==> src/hw/homing_regs.svh <==
// Offsets, field positions and reset values of the homing sequencer
`ifndef HOMING_REGS_SVH
`define HOMING_REGS_SVH

//------------------------------------------------------------
// Register byte offsets
//------------------------------------------------------------
`define OFF_SLOW_STAT  12'h000
`define OFF_ZERO_STAT  12'h004
`define OFF_TYPE_SEL   12'h008
`define OFF_SHARED_SEL 12'h00C
`define OFF_KEY_OPT    12'h010
`define OFF_HOME_EN    12'h014
`define OFF_POLARITY   12'h018
`define OFF_DIRECTION  12'h01C
`define OFF_HOME_STAT  12'h020
`define OFF_IRQ_STAT   12'h024
`define OFF_IRQ_MASK   12'h028
`define OFF_CONTROL    12'h02C
`define OFF_LOW_SPD    12'h040
`define OFF_HIGH_SPD   12'h060
`define OFF_ZERO_OFS   12'h080
`define OFF_MACH_POS   12'h0A0
`define OFF_REF_PT     12'h100

//------------------------------------------------------------
// Field positions and reset values
//------------------------------------------------------------
`define KEY_LATCH_BIT  0
`define RAPID_OK_BIT   1
`define BUSY_LSB       8
`define RST_BITS       8'h00
`define RST_SPEED      16'h0000
`define RST_WORD       32'h0000_0000

`endif

==> src/hw/homing_pkg.sv <==
// Types shared by the homing sequencer modules
package homing_pkg;

  typedef enum logic [3:0] {
    ST_IDLE,     // Waiting for a start
    ST_FAST,     // High speed approach
    ST_CREEP,    // Low speed on the slowdown switch
    ST_SEEK,     // Off the switch, watching for zero, or for the switch again when shared
    ST_PASS,     // Type C: crossing the switch at high speed
    ST_STOP,     // Type C: brought to rest before reversing
    ST_BACK,     // Type C: reversed, low speed, off the switch
    ST_BACK_ON   // Type C: second contact with the switch
  } axis_state_t;

endpackage : homing_pkg

==> src/hw/axis_homing_fsm.sv <==
// Homing sequence of one axis, types B and C
module axis_homing_fsm
  import homing_pkg::*;
#(
  parameter int SW = 16
) (
  input  wire logic          ref_clk,   // System clock
  input  wire logic          rst_b,     // Async reset, active low
  input  wire logic          start,     // Begin a return
  input  wire logic          abort,     // Stop and drop the return
  input  wire logic          home_en,   // Machine zero present
  input  wire logic          pol,       // Slowdown polarity
  input  wire logic          dir_neg,   // Return toward negative
  input  wire logic          type_c,    // Type C when set
  input  wire logic          shared,    // One switch for both
  input  wire logic          slow_raw,  // Slowdown pin level
  input  wire logic          zero_raw,  // Zero pulse pin level
  input  wire logic [SW-1:0] lo_spd,    // Creep speed
  input  wire logic [SW-1:0] hi_spd,    // Approach speed
  output logic               move,      // Axis commanded to move
  output logic               move_neg,  // Motion is negative
  output logic      [SW-1:0] speed,     // Commanded speed
  output logic               done,      // Pulse at completion
  output logic               busy       // Return under way
);

  axis_state_t   st_r, st_nxt;
  logic          zlev_r;
  logic          slow;
  logic          fin;

  // High pin level means connected to 24V
  assign slow = pol ? slow_raw : ~slow_raw;

  //------------------------------------------------------------
  // Next state
  //------------------------------------------------------------
  always_comb
  begin
    st_nxt = st_r;
    fin    = 1'b0;
    case (st_r)
      ST_IDLE:
        if (start && !home_en)
          fin = 1'b1;
        else if (start)
          st_nxt = ST_FAST;
      ST_FAST:
        if (slow)
          st_nxt = type_c ? ST_PASS : ST_CREEP;
      ST_CREEP:
        if (!slow)
          st_nxt = ST_SEEK;
      ST_SEEK:
        if (shared ? slow : (zero_raw != zlev_r))
        begin
          fin    = 1'b1;
          st_nxt = ST_IDLE;
        end
      ST_PASS:
        if (!slow)
          st_nxt = ST_STOP;
      ST_STOP:
        st_nxt = ST_BACK;
      ST_BACK:
        if (slow)
          st_nxt = ST_BACK_ON;
      ST_BACK_ON:
        if (!slow && shared)
        begin
          fin    = 1'b1;
          st_nxt = ST_IDLE;
        end
        else if (!slow)
          st_nxt = ST_SEEK;
      default:
        st_nxt = ST_IDLE;
    endcase
    if (abort)
    begin
      st_nxt = ST_IDLE;
      fin    = 1'b0;
    end
  end

  //------------------------------------------------------------
  // State, zero level reference and motion outputs
  //------------------------------------------------------------
  always_ff @(posedge ref_clk or negedge rst_b)
  begin
    if (!rst_b)
    begin
      st_r     <= ST_IDLE;
      zlev_r   <= 1'b0;
      move     <= 1'b0;
      move_neg <= 1'b0;
      speed    <= '0;
      done     <= 1'b0;
    end
    else
    begin
      st_r     <= st_nxt;
      zlev_r   <= (st_nxt == ST_SEEK && st_r != ST_SEEK) ? zero_raw : zlev_r;
      move     <= st_nxt != ST_IDLE && st_nxt != ST_STOP;
      move_neg <= (st_nxt == ST_BACK || st_nxt == ST_BACK_ON ||
                   st_nxt == ST_SEEK && type_c) ? ~dir_neg : dir_neg;
      speed    <= (st_nxt == ST_FAST || st_nxt == ST_PASS) ? hi_spd :
                  (st_nxt == ST_IDLE || st_nxt == ST_STOP) ? '0 : lo_spd;
      done     <= fin;
    end
  end

  assign busy = st_r != ST_IDLE;

endmodule : axis_homing_fsm

==> src/hw/irq_sticky.sv <==
// Sticky W1C flags masked onto one interrupt
module irq_sticky
  import homing_pkg::*;
#(
  parameter int W = 5
) (
  input  wire logic         ref_clk,  // System clock
  input  wire logic         rst_b,    // Async reset, active low
  input  wire logic [W-1:0] event_in, // One-cycle event pulses
  input  wire logic [W-1:0] clr_in,   // Write-one-to-clear strobes
  input  wire logic [W-1:0] mask_in,  // Enable per flag
  output logic      [W-1:0] flags,    // Sticky flags
  output logic              irq       // Level interrupt
);

  logic [W-1:0] flag_r;
  logic [W-1:0] flag_nxt;

  // Set beats clear so an event in the clearing cycle survives
  assign flag_nxt = (flag_r & ~clr_in) | event_in;
  assign flags    = flag_r;
  assign irq      = |(flag_r & mask_in);

  //------------------------------------------------------------
  // Flag storage
  //------------------------------------------------------------
  always_ff @(posedge ref_clk or negedge rst_b)
  begin
    if (!rst_b)
      flag_r <= '0;
    else
      flag_r <= flag_nxt;
  end

endmodule : irq_sticky

==> src/hw/machine_zero_return_sequencer.sv <==
// Five-axis machine zero return sequencer with APB register file
//
// Behaviour
// - Enable bit clear: return ignores switch inputs
// - Polarity bit picks slowdown at 24V or open
// - Direction bit set returns in negative direction
// - Low speed register drives creep after slowdown
// - High speed register drives fast approach
// - Zero offset applied to final position
// - Four reference point coordinates per axis
// - Switch and zero inputs readable as status
// - Type B separate: slow, release, stop on change
// - Type B shared: contact slows, second contact stops
// - Type C: pass, stop, reverse, search second pass
`include "homing_regs.svh"
module machine_zero_return_sequencer
  import homing_pkg::*;
#(
  parameter int NAX = 5,  // Number of axes
  parameter int SW  = 16, // Speed word width
  parameter int NRP = 4   // Reference points per axis
) (
  input  wire logic                ref_clk,              // 20 MHz clock
  input  wire logic                rst_b,                // Async reset, active low
  input  wire logic [11:0]         paddr,                // APB address
  input  wire logic                psel,                 // APB select
  input  wire logic                penable,              // APB enable
  input  wire logic                pwrite,               // APB write
  input  wire logic [31:0]         pwdata,               // APB write data
  output logic      [31:0]         prdata,               // APB read data
  output logic                     pready,               // APB ready
  output logic                     pslverr,              // APB error
  input  wire logic                x_slowdown_input,     // X slowdown switch
  input  wire logic                y_slowdown_input,     // Y slowdown switch
  input  wire logic                z_slowdown_input,     // Z slowdown switch
  input  wire logic                fourth_slowdown_input,// 4th slowdown switch
  input  wire logic                fifth_slowdown_input, // 5th slowdown switch
  input  wire logic                x_zero_pulse,         // X zero pulse
  input  wire logic                y_zero_pulse,         // Y zero pulse
  input  wire logic                z_zero_pulse,         // Z zero pulse
  input  wire logic                fourth_zero_pulse,    // 4th zero pulse
  input  wire logic                fifth_zero_pulse,     // 5th zero pulse
  input  wire logic                home_mode,            // Zero return mode chosen
  input  wire logic [NAX-1:0]      home_key,             // Direction key per axis
  output logic      [NAX-1:0]      axis_move,            // Move command
  output logic      [NAX-1:0]      axis_dir_neg,         // Move is negative
  output logic      [NAX-1:0][SW-1:0] axis_speed,        // Speed command
  output logic      [NAX-1:0]      homed_lamp,           // Zero complete lamp
  output logic      [NAX-1:0]      rapid_ok,             // Manual rapid permitted
  output logic                     irq                   // Interrupt, active high
);

  //------------------------------------------------------------
  // Pin gathering
  //------------------------------------------------------------
  logic [NAX-1:0] slow_pin;
  logic [NAX-1:0] zero_pin;

  // Each axis has its own slowdown and zero input
  assign slow_pin = {fifth_slowdown_input, fourth_slowdown_input,
                     z_slowdown_input, y_slowdown_input,
                     x_slowdown_input};
  assign zero_pin = {fifth_zero_pulse, fourth_zero_pulse, z_zero_pulse,
                     y_zero_pulse, x_zero_pulse};

  //------------------------------------------------------------
  // Register storage
  //------------------------------------------------------------
  logic [7:0]     type_sel_r;
  logic [7:0]     shared_sel_r;
  logic [7:0]     key_opt_r;
  logic [7:0]     home_en_r;
  logic [7:0]     polarity_r;
  logic [7:0]     direction_r;
  logic [NAX-1:0] irq_mask_r;
  logic [NAX-1:0] homed_r;
  logic [NAX-1:0] key_q_r;
  logic [SW-1:0]  low_spd_r  [0:NAX-1];
  logic [SW-1:0]  high_spd_r [0:NAX-1];
  logic [31:0]    zero_ofs_r [0:NAX-1];
  logic [31:0]    mach_pos_r [0:NAX-1];
  logic [31:0]    ref_pt_r   [0:NAX*NRP-1];

  //------------------------------------------------------------
  // APB decode
  //------------------------------------------------------------
  logic        wr_en;
  logic        rd_en;
  logic [2:0]  ax_idx;
  logic        ax_ok;
  logic [4:0]  rp_idx;
  logic        rp_ok;
  logic        hit_slow, hit_zero, hit_type, hit_shared, hit_key;
  logic        hit_en, hit_pol, hit_dir, hit_hstat, hit_istat;
  logic        hit_imask, hit_ctrl, hit_low, hit_high, hit_ofs;
  logic        hit_pos, hit_ref, hit_any;

  // Access phase only
  assign wr_en  = psel && penable && pwrite;
  assign rd_en  = psel && penable && !pwrite;
  assign ax_idx = paddr[4:2];
  assign ax_ok  = ax_idx < 3'(NAX);
  assign rp_idx = paddr[6:2];
  assign rp_ok  = rp_idx < 5'(NAX * NRP);

  assign hit_slow   = paddr == `OFF_SLOW_STAT;
  assign hit_zero   = paddr == `OFF_ZERO_STAT;
  assign hit_type   = paddr == `OFF_TYPE_SEL;
  assign hit_shared = paddr == `OFF_SHARED_SEL;
  assign hit_key    = paddr == `OFF_KEY_OPT;
  assign hit_en     = paddr == `OFF_HOME_EN;
  assign hit_pol    = paddr == `OFF_POLARITY;
  assign hit_dir    = paddr == `OFF_DIRECTION;
  assign hit_hstat  = paddr == `OFF_HOME_STAT;
  assign hit_istat  = paddr == `OFF_IRQ_STAT;
  assign hit_imask  = paddr == `OFF_IRQ_MASK;
  assign hit_ctrl   = paddr == `OFF_CONTROL;
  assign hit_low    = (paddr & 12'hFE0) == `OFF_LOW_SPD && ax_ok;
  assign hit_high   = (paddr & 12'hFE0) == `OFF_HIGH_SPD && ax_ok;
  assign hit_ofs    = (paddr & 12'hFE0) == `OFF_ZERO_OFS && ax_ok;
  assign hit_pos    = (paddr & 12'hFE0) == `OFF_MACH_POS && ax_ok;
  assign hit_ref    = (paddr & 12'hF80) == `OFF_REF_PT && rp_ok;
  assign hit_any    = hit_slow | hit_zero | hit_type | hit_shared |
                      hit_key | hit_en | hit_pol | hit_dir | hit_hstat |
                      hit_istat | hit_imask | hit_ctrl | hit_low |
                      hit_high | hit_ofs | hit_pos | hit_ref;

  // Zero-wait slave; unmapped addresses answer with an error
  assign pready  = 1'b1;
  assign pslverr = psel && penable && !hit_any;

  //------------------------------------------------------------
  // Homing control derived from registers and keys
  //------------------------------------------------------------
  logic           key_latch;
  logic [NAX-1:0] busy;
  logic [NAX-1:0] done;
  logic [NAX-1:0] start;
  logic [NAX-1:0] abort;
  logic [NAX-1:0] sw_abort;
  logic [NAX-1:0] irq_flags;

  assign key_latch = key_opt_r[`KEY_LATCH_BIT];
  assign sw_abort  = (wr_en && hit_ctrl) ? pwdata[NAX-1:0] : '0;
  // Key press starts an idle axis in zero mode
  assign start     = home_key & ~key_q_r & ~busy & {NAX{home_mode}};
  // Without latching, letting go of the key drops the return
  assign abort     = sw_abort | (busy & ~home_key & {NAX{~key_latch}}) |
                     (busy & {NAX{~home_mode}});
  // Rapid traverse before homing only when permitted
  assign rapid_ok  = homed_r |
                     {NAX{key_opt_r[`RAPID_OK_BIT]}};
  assign homed_lamp = homed_r;

  //------------------------------------------------------------
  // Per-axis sequencers
  //------------------------------------------------------------
  genvar g;
  generate
    for (g = 0; g < NAX; g = g + 1)
    begin : g_axis
      axis_homing_fsm #(
        .SW (SW)
      ) u_fsm (
        .ref_clk  (ref_clk),
        .rst_b    (rst_b),
        .start    (start[g]),
        .abort    (abort[g]),
        .home_en  (home_en_r[g]),
        .pol      (polarity_r[g]),
        .dir_neg  (direction_r[g]),
        .type_c   (type_sel_r[g]),
        .shared   (shared_sel_r[g]),
        .slow_raw (slow_pin[g]),
        .zero_raw (zero_pin[g]),
        .lo_spd   (low_spd_r[g]),
        .hi_spd   (high_spd_r[g]),
        .move     (axis_move[g]),
        .move_neg (axis_dir_neg[g]),
        .speed    (axis_speed[g]),
        .done     (done[g]),
        .busy     (busy[g])
      );

      // Completion loads the offset as the machine position
      always_ff @(posedge ref_clk or negedge rst_b)
      begin
        if (!rst_b)
          mach_pos_r[g] <= `RST_WORD;
        else if (done[g])
          mach_pos_r[g] <= zero_ofs_r[g];
      end

      // Homed flag clears when a new return begins; a completion in the same cycle wins
      always_ff @(posedge ref_clk or negedge rst_b)
      begin
        if (!rst_b)
          homed_r[g] <= 1'b0;
        else if (done[g])
          homed_r[g] <= 1'b1;
        else if (start[g])
          homed_r[g] <= 1'b0;
      end
    end
  endgenerate

  //------------------------------------------------------------
  // Completion events and interrupt
  //------------------------------------------------------------
  irq_sticky #(
    .W (NAX)
  ) u_irq (
    .ref_clk  (ref_clk),
    .rst_b    (rst_b),
    .event_in (done),
    .clr_in   ((wr_en && hit_istat) ? pwdata[NAX-1:0] : '0),
    .mask_in  (irq_mask_r),
    .flags    (irq_flags),
    .irq      (irq)
  );

  //------------------------------------------------------------
  // Configuration bytes and key history
  //------------------------------------------------------------
  always_ff @(posedge ref_clk or negedge rst_b)
  begin
    if (!rst_b)
    begin
      type_sel_r   <= `RST_BITS;
      shared_sel_r <= `RST_BITS;
      key_opt_r    <= `RST_BITS;
      home_en_r    <= `RST_BITS;
      polarity_r   <= `RST_BITS;
      direction_r  <= `RST_BITS;
      irq_mask_r   <= '0;
      key_q_r      <= '0;
    end
    else
    begin
      key_q_r <= home_key;
      if (wr_en && hit_type)
        type_sel_r <= pwdata[7:0];
      if (wr_en && hit_shared)
        shared_sel_r <= pwdata[7:0];
      if (wr_en && hit_key)
        key_opt_r <= pwdata[7:0];
      if (wr_en && hit_en)
        home_en_r <= pwdata[7:0];
      if (wr_en && hit_pol)
        polarity_r <= pwdata[7:0];
      if (wr_en && hit_dir)
        direction_r <= pwdata[7:0];
      if (wr_en && hit_imask)
        irq_mask_r <= pwdata[NAX-1:0];
    end
  end

  //------------------------------------------------------------
  // Per-axis speed and offset words
  //------------------------------------------------------------
  always_ff @(posedge ref_clk or negedge rst_b)
  begin
    if (!rst_b)
    begin
      for (int i = 0; i < NAX; i++)
      begin
        low_spd_r[i]  <= `RST_SPEED;
        high_spd_r[i] <= `RST_SPEED;
        zero_ofs_r[i] <= `RST_WORD;
      end
    end
    else
    begin
      if (wr_en && hit_low)
        low_spd_r[ax_idx] <= pwdata[SW-1:0];
      if (wr_en && hit_high)
        high_spd_r[ax_idx] <= pwdata[SW-1:0];
      if (wr_en && hit_ofs)
        zero_ofs_r[ax_idx] <= pwdata;
    end
  end

  //------------------------------------------------------------
  // Reference point coordinates, axis-major, 0.001 mm units
  //------------------------------------------------------------
  always_ff @(posedge ref_clk or negedge rst_b)
  begin
    if (!rst_b)
    begin
      for (int i = 0; i < NAX * NRP; i++)
        ref_pt_r[i] <= `RST_WORD;
    end
    else if (wr_en && hit_ref)
      ref_pt_r[rp_idx] <= pwdata;
  end

  //------------------------------------------------------------
  // Read data
  //------------------------------------------------------------
  logic [31:0] rd_mux;
  logic [31:0] hstat;

  // Busy bits sit above the homed bits
  assign hstat = {16'h0, 3'b000, busy, 3'b000, homed_r};

  // Status reads show live pin levels, bits above zero
  assign rd_mux = hit_slow   ? {27'h0, slow_pin} :
                  hit_zero   ? {27'h0, zero_pin} :
                  hit_type   ? {24'h0, type_sel_r} :
                  hit_shared ? {24'h0, shared_sel_r} :
                  hit_key    ? {24'h0, key_opt_r} :
                  hit_en     ? {24'h0, home_en_r} :
                  hit_pol    ? {24'h0, polarity_r} :
                  hit_dir    ? {24'h0, direction_r} :
                  hit_hstat  ? hstat :
                  hit_istat  ? {27'h0, irq_flags} :
                  hit_imask  ? {27'h0, irq_mask_r} :
                  hit_low    ? {16'h0, low_spd_r[ax_idx]} :
                  hit_high   ? {16'h0, high_spd_r[ax_idx]} :
                  hit_ofs    ? zero_ofs_r[ax_idx] :
                  hit_pos    ? mach_pos_r[ax_idx] :
                  hit_ref    ? ref_pt_r[rp_idx] : 32'h0;

  // Read data loaded in setup, valid in access
  always_ff @(posedge ref_clk or negedge rst_b)
  begin
    if (!rst_b)
      prdata <= 32'h0;
    else if (psel && !penable && !pwrite)
      prdata <= rd_mux;
  end

endmodule : machine_zero_return_sequencer

==> config.mk <==
export PLATFORM = sky130hd
export DESIGN_NAME = machine_zero_return_sequencer
export DESIGN_NICKNAME = d
export VERILOG_FILES = /design/src/hw/homing_pkg.sv /design/src/hw/axis_homing_fsm.sv /design/src/hw/irq_sticky.sv /design/src/hw/machine_zero_return_sequencer.sv
export VERILOG_INCLUDE_DIRS = /design/src /design/src/hw
export SDC_FILE = /design/constraint.sdc
export NUM_CORES = 2
export LEC_CHECK = 0
export BUFFER_PORTS_ARGS = -buffer_cell sky130_fd_sc_hd__buf_4
export CAP_MARGIN = 20
export CORE_MARGIN = 3
export CORE_UTILIZATION = 56
export CTS_CLUSTER_DIAMETER = 30
export DETAILED_ROUTE_END_ITERATION = 6
export PLACE_DENSITY = 0.76
export SYNTH_ARGS = -nofsm -noshare
export SYNTH_HDL_FRONTEND = slang
export SYNTH_SLANG_ARGS = --single-unit
==> constraint.sdc <==
create_clock -name ref_clk -period 2.51 [get_ports ref_clk]
set_input_delay 0.251 -clock ref_clk [delete_from_list [all_inputs] [get_ports ref_clk]]
set_output_delay 0.251 -clock ref_clk [all_outputs]
set_load 0.005 [all_outputs]
# Word-level counts from Yosys, hierarchy flattened
# Cells that the tools add are included.
[totals]
regBits = 1340
inputBits = 65
[classes]
bitwise = 46
reduce_logical = 110
mux = 158
eq_ne = 96
order_cmp = 6
[ops]
columns = ["op", "n"]
rows = [
  ["$mux 32", 24],
  ["$bwmux 640", 1],
  ["$mux 16", 15],
  ["$bmux 32 s3", 2],
  ["$mux 4", 45],
  ["$bmux 32 s5", 1],
  ["$bwmux 160", 1],
  ["$bwmux 80", 2],
  ["$demux 32 s5", 1],
  ["$eq 4x3->1 const B", 40],
  ["$pmux 4 s8", 5],
  ["$bmux 16 s3", 2],
  ["$demux 32 s3", 1],
  ["$eq 4x2->1 const B", 15],
  ["$logic_and 1x1->1", 50],
  ["$demux 16 s3", 1],
  ["$eq 12x5->1 const B", 4],
  ["$eq 12x6->1 const B", 4],
  ["$mux 1", 45],
  ["$and 5x5->5", 8],
  ["$eq 4x1->1 const B", 10],
  ["$logic_not 4->1", 10],
  ["$reduce_bool 4->1", 10],
  ["$eq 12x4->1 const B", 2],
  ["other kinds (27)", 117],
]

# Depth between registers and ports, before layout
[depth]
ltp_word = 20
depth_mapped = 12

# Cells and area by module
# Synthesis repeated with hierarchy kept, for this count alone.
[hier_totals]
hier_cells = 4402
hier_area_um2 = 62103.3
[modules_own_cells]
columns = ["module", "cells_each", "area_per_inst_um2", "seq_area_each_um2", "instances"]
rows = [
  ["machine_zero_return_sequencer", 3884, 55838.6, 30404.2, 1],
  ["axis_homing_fsm", 100, 1212.4, 600.6, 5],
  ["irq_sticky", 18, 202.7, 125.1, 1],
]

# Least setup slack after synthesis
# OpenSTA, ideal clock, no wires.
[synth_path]
path_type = "input port to flip-flop"
start = "input port paddr[3]"
end = "register prdata[7]"
n_path_buf = 4
t_arrival_ps = 2372
required_ps = 2358
path_slack_ps = -15
setup_ps = 152
path_stages = 11
cell_sequence = "buf_2 -> buf_2 -> buf_1 -> clkbuf_1 -> mux4_2 -> mux2i_1 -> nor2_1 -> a211oi_1 -> o21ai_0 -> a21oi_1 -> a311oi_2"
[synth_via]
elab_chain_cells = 20
[synth_lines]
columns = ["item", "line_no", "rtl"]
rows = [
  ["start: declaration", "machine_zero_return_sequencer.sv:25", "input wire logic [11:0] paddr,"],
  ["$not 5->6 (implied by the code)", "machine_zero_return_sequencer.sv:322", "hit_ref ? ref_pt_r[rp_idx] : 32'h0;"],
  ["$bmux 32 s5", "machine_zero_return_sequencer.sv:322", ""],
  ["$mux 32 (implied by the code) (2 in a row)", "machine_zero_return_sequencer.sv:322", ""],
  ["$mux 32", "machine_zero_return_sequencer.sv:322", ""],
  ["$mux 32", "machine_zero_return_sequencer.sv:321", "hit_pos ? mach_pos_r[ax_idx] :"],
  ["$mux 32", "machine_zero_return_sequencer.sv:320", "hit_ofs ? zero_ofs_r[ax_idx] :"],
  ["$mux 32", "machine_zero_return_sequencer.sv:319", "hit_high ? {16'h0, high_spd_r[ax_idx]} :"],
  ["$mux 32", "machine_zero_return_sequencer.sv:318", "hit_low ? {16'h0, low_spd_r[ax_idx]} :"],
  ["[3 not listed]", "n/a", ""],
  ["$mux 32", "machine_zero_return_sequencer.sv:314", "hit_dir ? {24'h0, direction_r} :"],
  ["$mux 32", "machine_zero_return_sequencer.sv:313", "hit_pol ? {24'h0, polarity_r} :"],
  ["$mux 32", "machine_zero_return_sequencer.sv:312", "hit_en ? {24'h0, home_en_r} :"],
  ["$mux 32", "machine_zero_return_sequencer.sv:311", "hit_key ? {24'h0, key_opt_r} :"],
  ["$mux 32", "machine_zero_return_sequencer.sv:310", "hit_shared ? {24'h0, shared_sel_r} :"],
  ["$mux 32", "machine_zero_return_sequencer.sv:309", "hit_type ? {24'h0, type_sel_r} :"],
  ["$mux 32", "machine_zero_return_sequencer.sv:308", "hit_zero ? {27'h0, zero_pin} :"],
  ["$mux 32 (*)", "machine_zero_return_sequencer.sv:307", "assign rd_mux = hit_slow ? {27'h0, slow_pin} :"],
  ["end signal: assignment", "machine_zero_return_sequencer.sv:330", "prdata <= rd_mux;"],
  ["end: declaration", "machine_zero_return_sequencer.sv:30", "output logic [31:0] prdata,"],
]
# Mark *: on every way between the ends. The rest lies on a longest branch, timed or not. The select of a mux whose other input is x is not followed.
# A chain may end at the register's enable or synchronous reset.

# Worst setup path after layout
[layout_path]
start = "register ref_pt_r[260] (netlist bit)"
end = "register prdata[4]"
[layout_via]
elab_chain_cells = 19
[layout_lines]
columns = ["item", "line_no", "rtl"]
rows = [
  ["start: declaration", "machine_zero_return_sequencer.sv:82", "logic [31:0] ref_pt_r [0:NAX*NRP-1];"],
  ["start signal: indexed assignment", "machine_zero_return_sequencer.sv:291", "ref_pt_r[i] <= `RST_WORD;"],
  ["start signal: indexed assignment", "machine_zero_return_sequencer.sv:294", "ref_pt_r[rp_idx] <= pwdata;"],
  ["$bmux 32 s5", "machine_zero_return_sequencer.sv:322", ""],
  ["$mux 32 (implied by the code) (2 in a row)", "machine_zero_return_sequencer.sv:322", ""],
  ["$mux 32", "machine_zero_return_sequencer.sv:322", ""],
  ["$mux 32", "machine_zero_return_sequencer.sv:321", ""],
  ["$mux 32", "machine_zero_return_sequencer.sv:320", ""],
  ["$mux 32", "machine_zero_return_sequencer.sv:319", ""],
  ["$mux 32", "machine_zero_return_sequencer.sv:318", ""],
  ["$mux 32", "machine_zero_return_sequencer.sv:317", "hit_imask ? {27'h0, irq_mask_r} :"],
  ["[2 not listed]", "n/a", ""],
  ["$mux 32", "machine_zero_return_sequencer.sv:314", ""],
  ["$mux 32", "machine_zero_return_sequencer.sv:313", ""],
  ["$mux 32", "machine_zero_return_sequencer.sv:312", ""],
  ["$mux 32", "machine_zero_return_sequencer.sv:311", ""],
  ["$mux 32", "machine_zero_return_sequencer.sv:310", ""],
  ["$mux 32", "machine_zero_return_sequencer.sv:309", ""],
  ["$mux 32", "machine_zero_return_sequencer.sv:308", ""],
  ["$mux 32", "machine_zero_return_sequencer.sv:307", ""],
]
# Every way passes these cells. The select of a mux whose other input is x is not followed.

==> flow_summary.yaml <==
run_status:
  status: "finished, final reports clean"
synth:
  synth_flop_cell: "dfrtp_1"
  yosysMostFrequentCell: "dfrtp_1"
  yosysTopAreaCell: "dfrtp_1"
  synth_area_leaders: "dfrtp_1 55%, mux2_2 13%, mux2_1 8.1%"
  synth_cell_types: 80
  synth_edf_count: 0
  seq_area_frac_synth: 0.547
  synth_top_area_share: 0.547
  syn-instance-count: 4492
  async_flop_share: 1.00
  yosysWarnings: 0
  synth_area_um2: 61200
  syn_area_per_cell_um2: 13.6
  ys_ff_latch: 1340
  synth_common_cells: "1,340 x dfrtp_1, 699 x mux2_2, 442 x mux2_1, 240 x clkbuf_1, 205 x nand2_1"
setup_path:
  path_max_fanout: 2
  required_ps: 3160
  cp-start-kind: "flip-flop"
  slowest_delay_ps: 490
  end_kind: "flip-flop"
  cp_cell_sequence: "mux4_2 > a311oi_1 > o2111ai_1 > o21ai_1 > a211oi_1 > or3_1"
  cp_num_buf_inv: 0
  cpMaxStageDelayCell: "mux4_2"
  worstPathArrival_ps: 3120
  crit_family: "compound AO/OA/AOI/OAI gates"
  crit_type: "reg2reg"
die:
  initial_utilization: 0.568
  fp.dieW_um: 337
  die_height_um: 337
  rows: 120
  design.core.area_um2: 108000
  die_area_um2: 113000
  ios: 200
placement:
  dpl.cell_count: 6186
  gp_congestion: 0.996
  post-dp-hpwl_um: 122000
  detailedPlace.worstSlack_ps: -214
  io_buffers: 198
timing:
  finalSetupViolations: 0
  fmax_ghz: 0.405
  final.setup.tns_ps: 0
  worst_pin_slew_ps: 796
  fin_crit_sh: 0.983
  finClkSkew_ps: 69.8
  max-slew-margin-rel: 0.469
  drv_slew: 0
  setup_ws_ps: 43.5
  hold_viol_final: 0
  period_minus_slack_ps: 2470
clocking:
  clk_pin_slew_ps: 50
  cts-root-buf: "clkbuf_16"
  cts_tree: "built"
  cts_sinks: 1340
  clock_latency_ps: 840
  htreeDepth: 4
  cts_inserted_buffers: 241
  clockBufferDepth: 3
cells_and_area:
  synthToLayoutAreaGrowth_pct: 26.2
  instances_no_fill: 6694
  num-nets-final: 5134
  fin_util: 0.717
  nFillCells: 6811
  drive_gt1_frac: 0.394
pwr:
  total_power_mw: 58.9
  ir_drop_mv: 0.727
  power_density_nw_per_um2: 762
  leakage_nw: 38.0
route:
  drt-total-wl_um: 192000
  num_vias: 43800
  route.detailed.drc: 0
  via_per_inst: 6.54
  wl_per_cell_um: 28.7
  drt_pass1_iterations: 7
  drtIter0Drc: 4319
  ant_nets: 0
global_route:
  grt.total_usage: 0.342
  grt_pass1_wl_um: 290000
  grt_antenna_before_repair: 9
  grt_max_degree: 97
  overflow: 0
  grt_pass1_vias: 46200
job:
  drv_cap: 0
min_path:
  hp-class: "in2async"
-- worst paths after layout --
kind	startpoint	endpoint	slack, ps	cells past startpoint
min in group ref_clk	pwdata[12]	ref_pt_r[300]	50	2
worst max register to register	ref_pt_r[260]	prdata[4]	40	6
worst min register to register	ref_pt_r[196]	ref_pt_r[196]	480	1
worst max-delay path	ref_pt_r[260]	prdata[4]	40	6
max in group asynchronous	rst_b	zero_ofs_r[126]	1350	4
worst min-delay path	rst_b	g_axis[4].u_fsm.move	20	2
-- registers in the layout (all words and copies together) (netlist names), 20 cells and up --
register / cells
high_spd_r: 80
g_axis.u_fsm.speed: 80
zero_ofs_r: 160
ref_pt_r: 640
g_axis.u_fsm.st_r: 20
prdata: 32
low_spd_r: 80
mach_pos_r: 160
-- layout by cell type, fill, tap and decap left out, types with 24 or more instances in the layout --
cell | synthesis | layout
dfrtp_1 | 1340 | 1335
o22ai_1 | 38 | 38
bufinv_16 | 0 | 38
buf_4 | 17 | 553
mux2_1 | 442 | 442
o21ai_0 | 191 | 191
clkinvlp_4 | 0 | 40
nor2_1 | 146 | 144
clkbuf_16 | 0 | 241
nand3_1 | 26 | 26
a211oi_1 | 44 | 44
nand2_1 | 205 | 186
nor2b_1 | 26 | 24
mux2i_1 | 108 | 108
buf_12 | 0 | 116
a31oi_1 | 25 | 25
inv_6 | 0 | 32
a22o_1 | 90 | 90
mux2_2 | 699 | 699
dlygate4sd3_1 | 0 | 42
a21oi_1 | 149 | 149
clkinv_2 | 0 | 34
o211ai_1 | 25 | 25
mux4_2 | 201 | 201
-- metal layers --
metal	global-route usage	wire length, um	vias up
met1	0.442	74000	22900
met3	0.0770	17100	638
li1	-	-	17900
met5	0	49	-
met2	0.540	90300	2400
met4	0.186	10700	8
-- power breakdown --
part / switching [mW] / total [mW] / internal, mW
combinational: 1.73 / 2.62 / 0.898
sequential: 0.0727 / 21.8 / 21.7
clock: 12.1 / 34.5 / 22.4
-- logic make-up after synthesis --
group	share of synthesized area
xor gates and xnor gates	0.00400
buffers and inverters	0.0282
muxes	0.302
AOI/OAI and AO/OA	0.0767
other	0.000123
and+or+nand+nor	0.0418
DFF	0.547
-- repair_timing --
action	in CTS	in global routing
endpoints found under the hold margin	1367	0
resized for setup	1	4
setup buffers	0	1
endpoints found under the setup margin	1	35
pin swaps	0	1
hold buffers	42	0
-- stage by stage --
step	cell area [um^2]	hold slack, ps
finish	77300	21.8
global route	77300	36.5
CTS	77300	3.36
detailed placement	68000	239
global placement	68000	243
floorplan	61300	-44.6
-- layout make-up --
| type | count | area (um^2) | area share |
|---|---|---|---|
| tap | 1403 | 1760 | 0.0227 |
| timing repair buffer | 715 | 6960 | 0.0901 |
| sequential | 1340 | 33500 | 0.434 |
| antenna | 6 | 15.0 | 0.000194 |
| multi-input combinational | 2748 | 26100 | 0.338 |
| clock buffer | 277 | 6380 | 0.0825 |
| clock inverter | 182 | 2420 | 0.0313 |
| inverter | 23 | 86.3 | 0.00112 |
No activity file was read; power rests on OpenSTA's default activity.
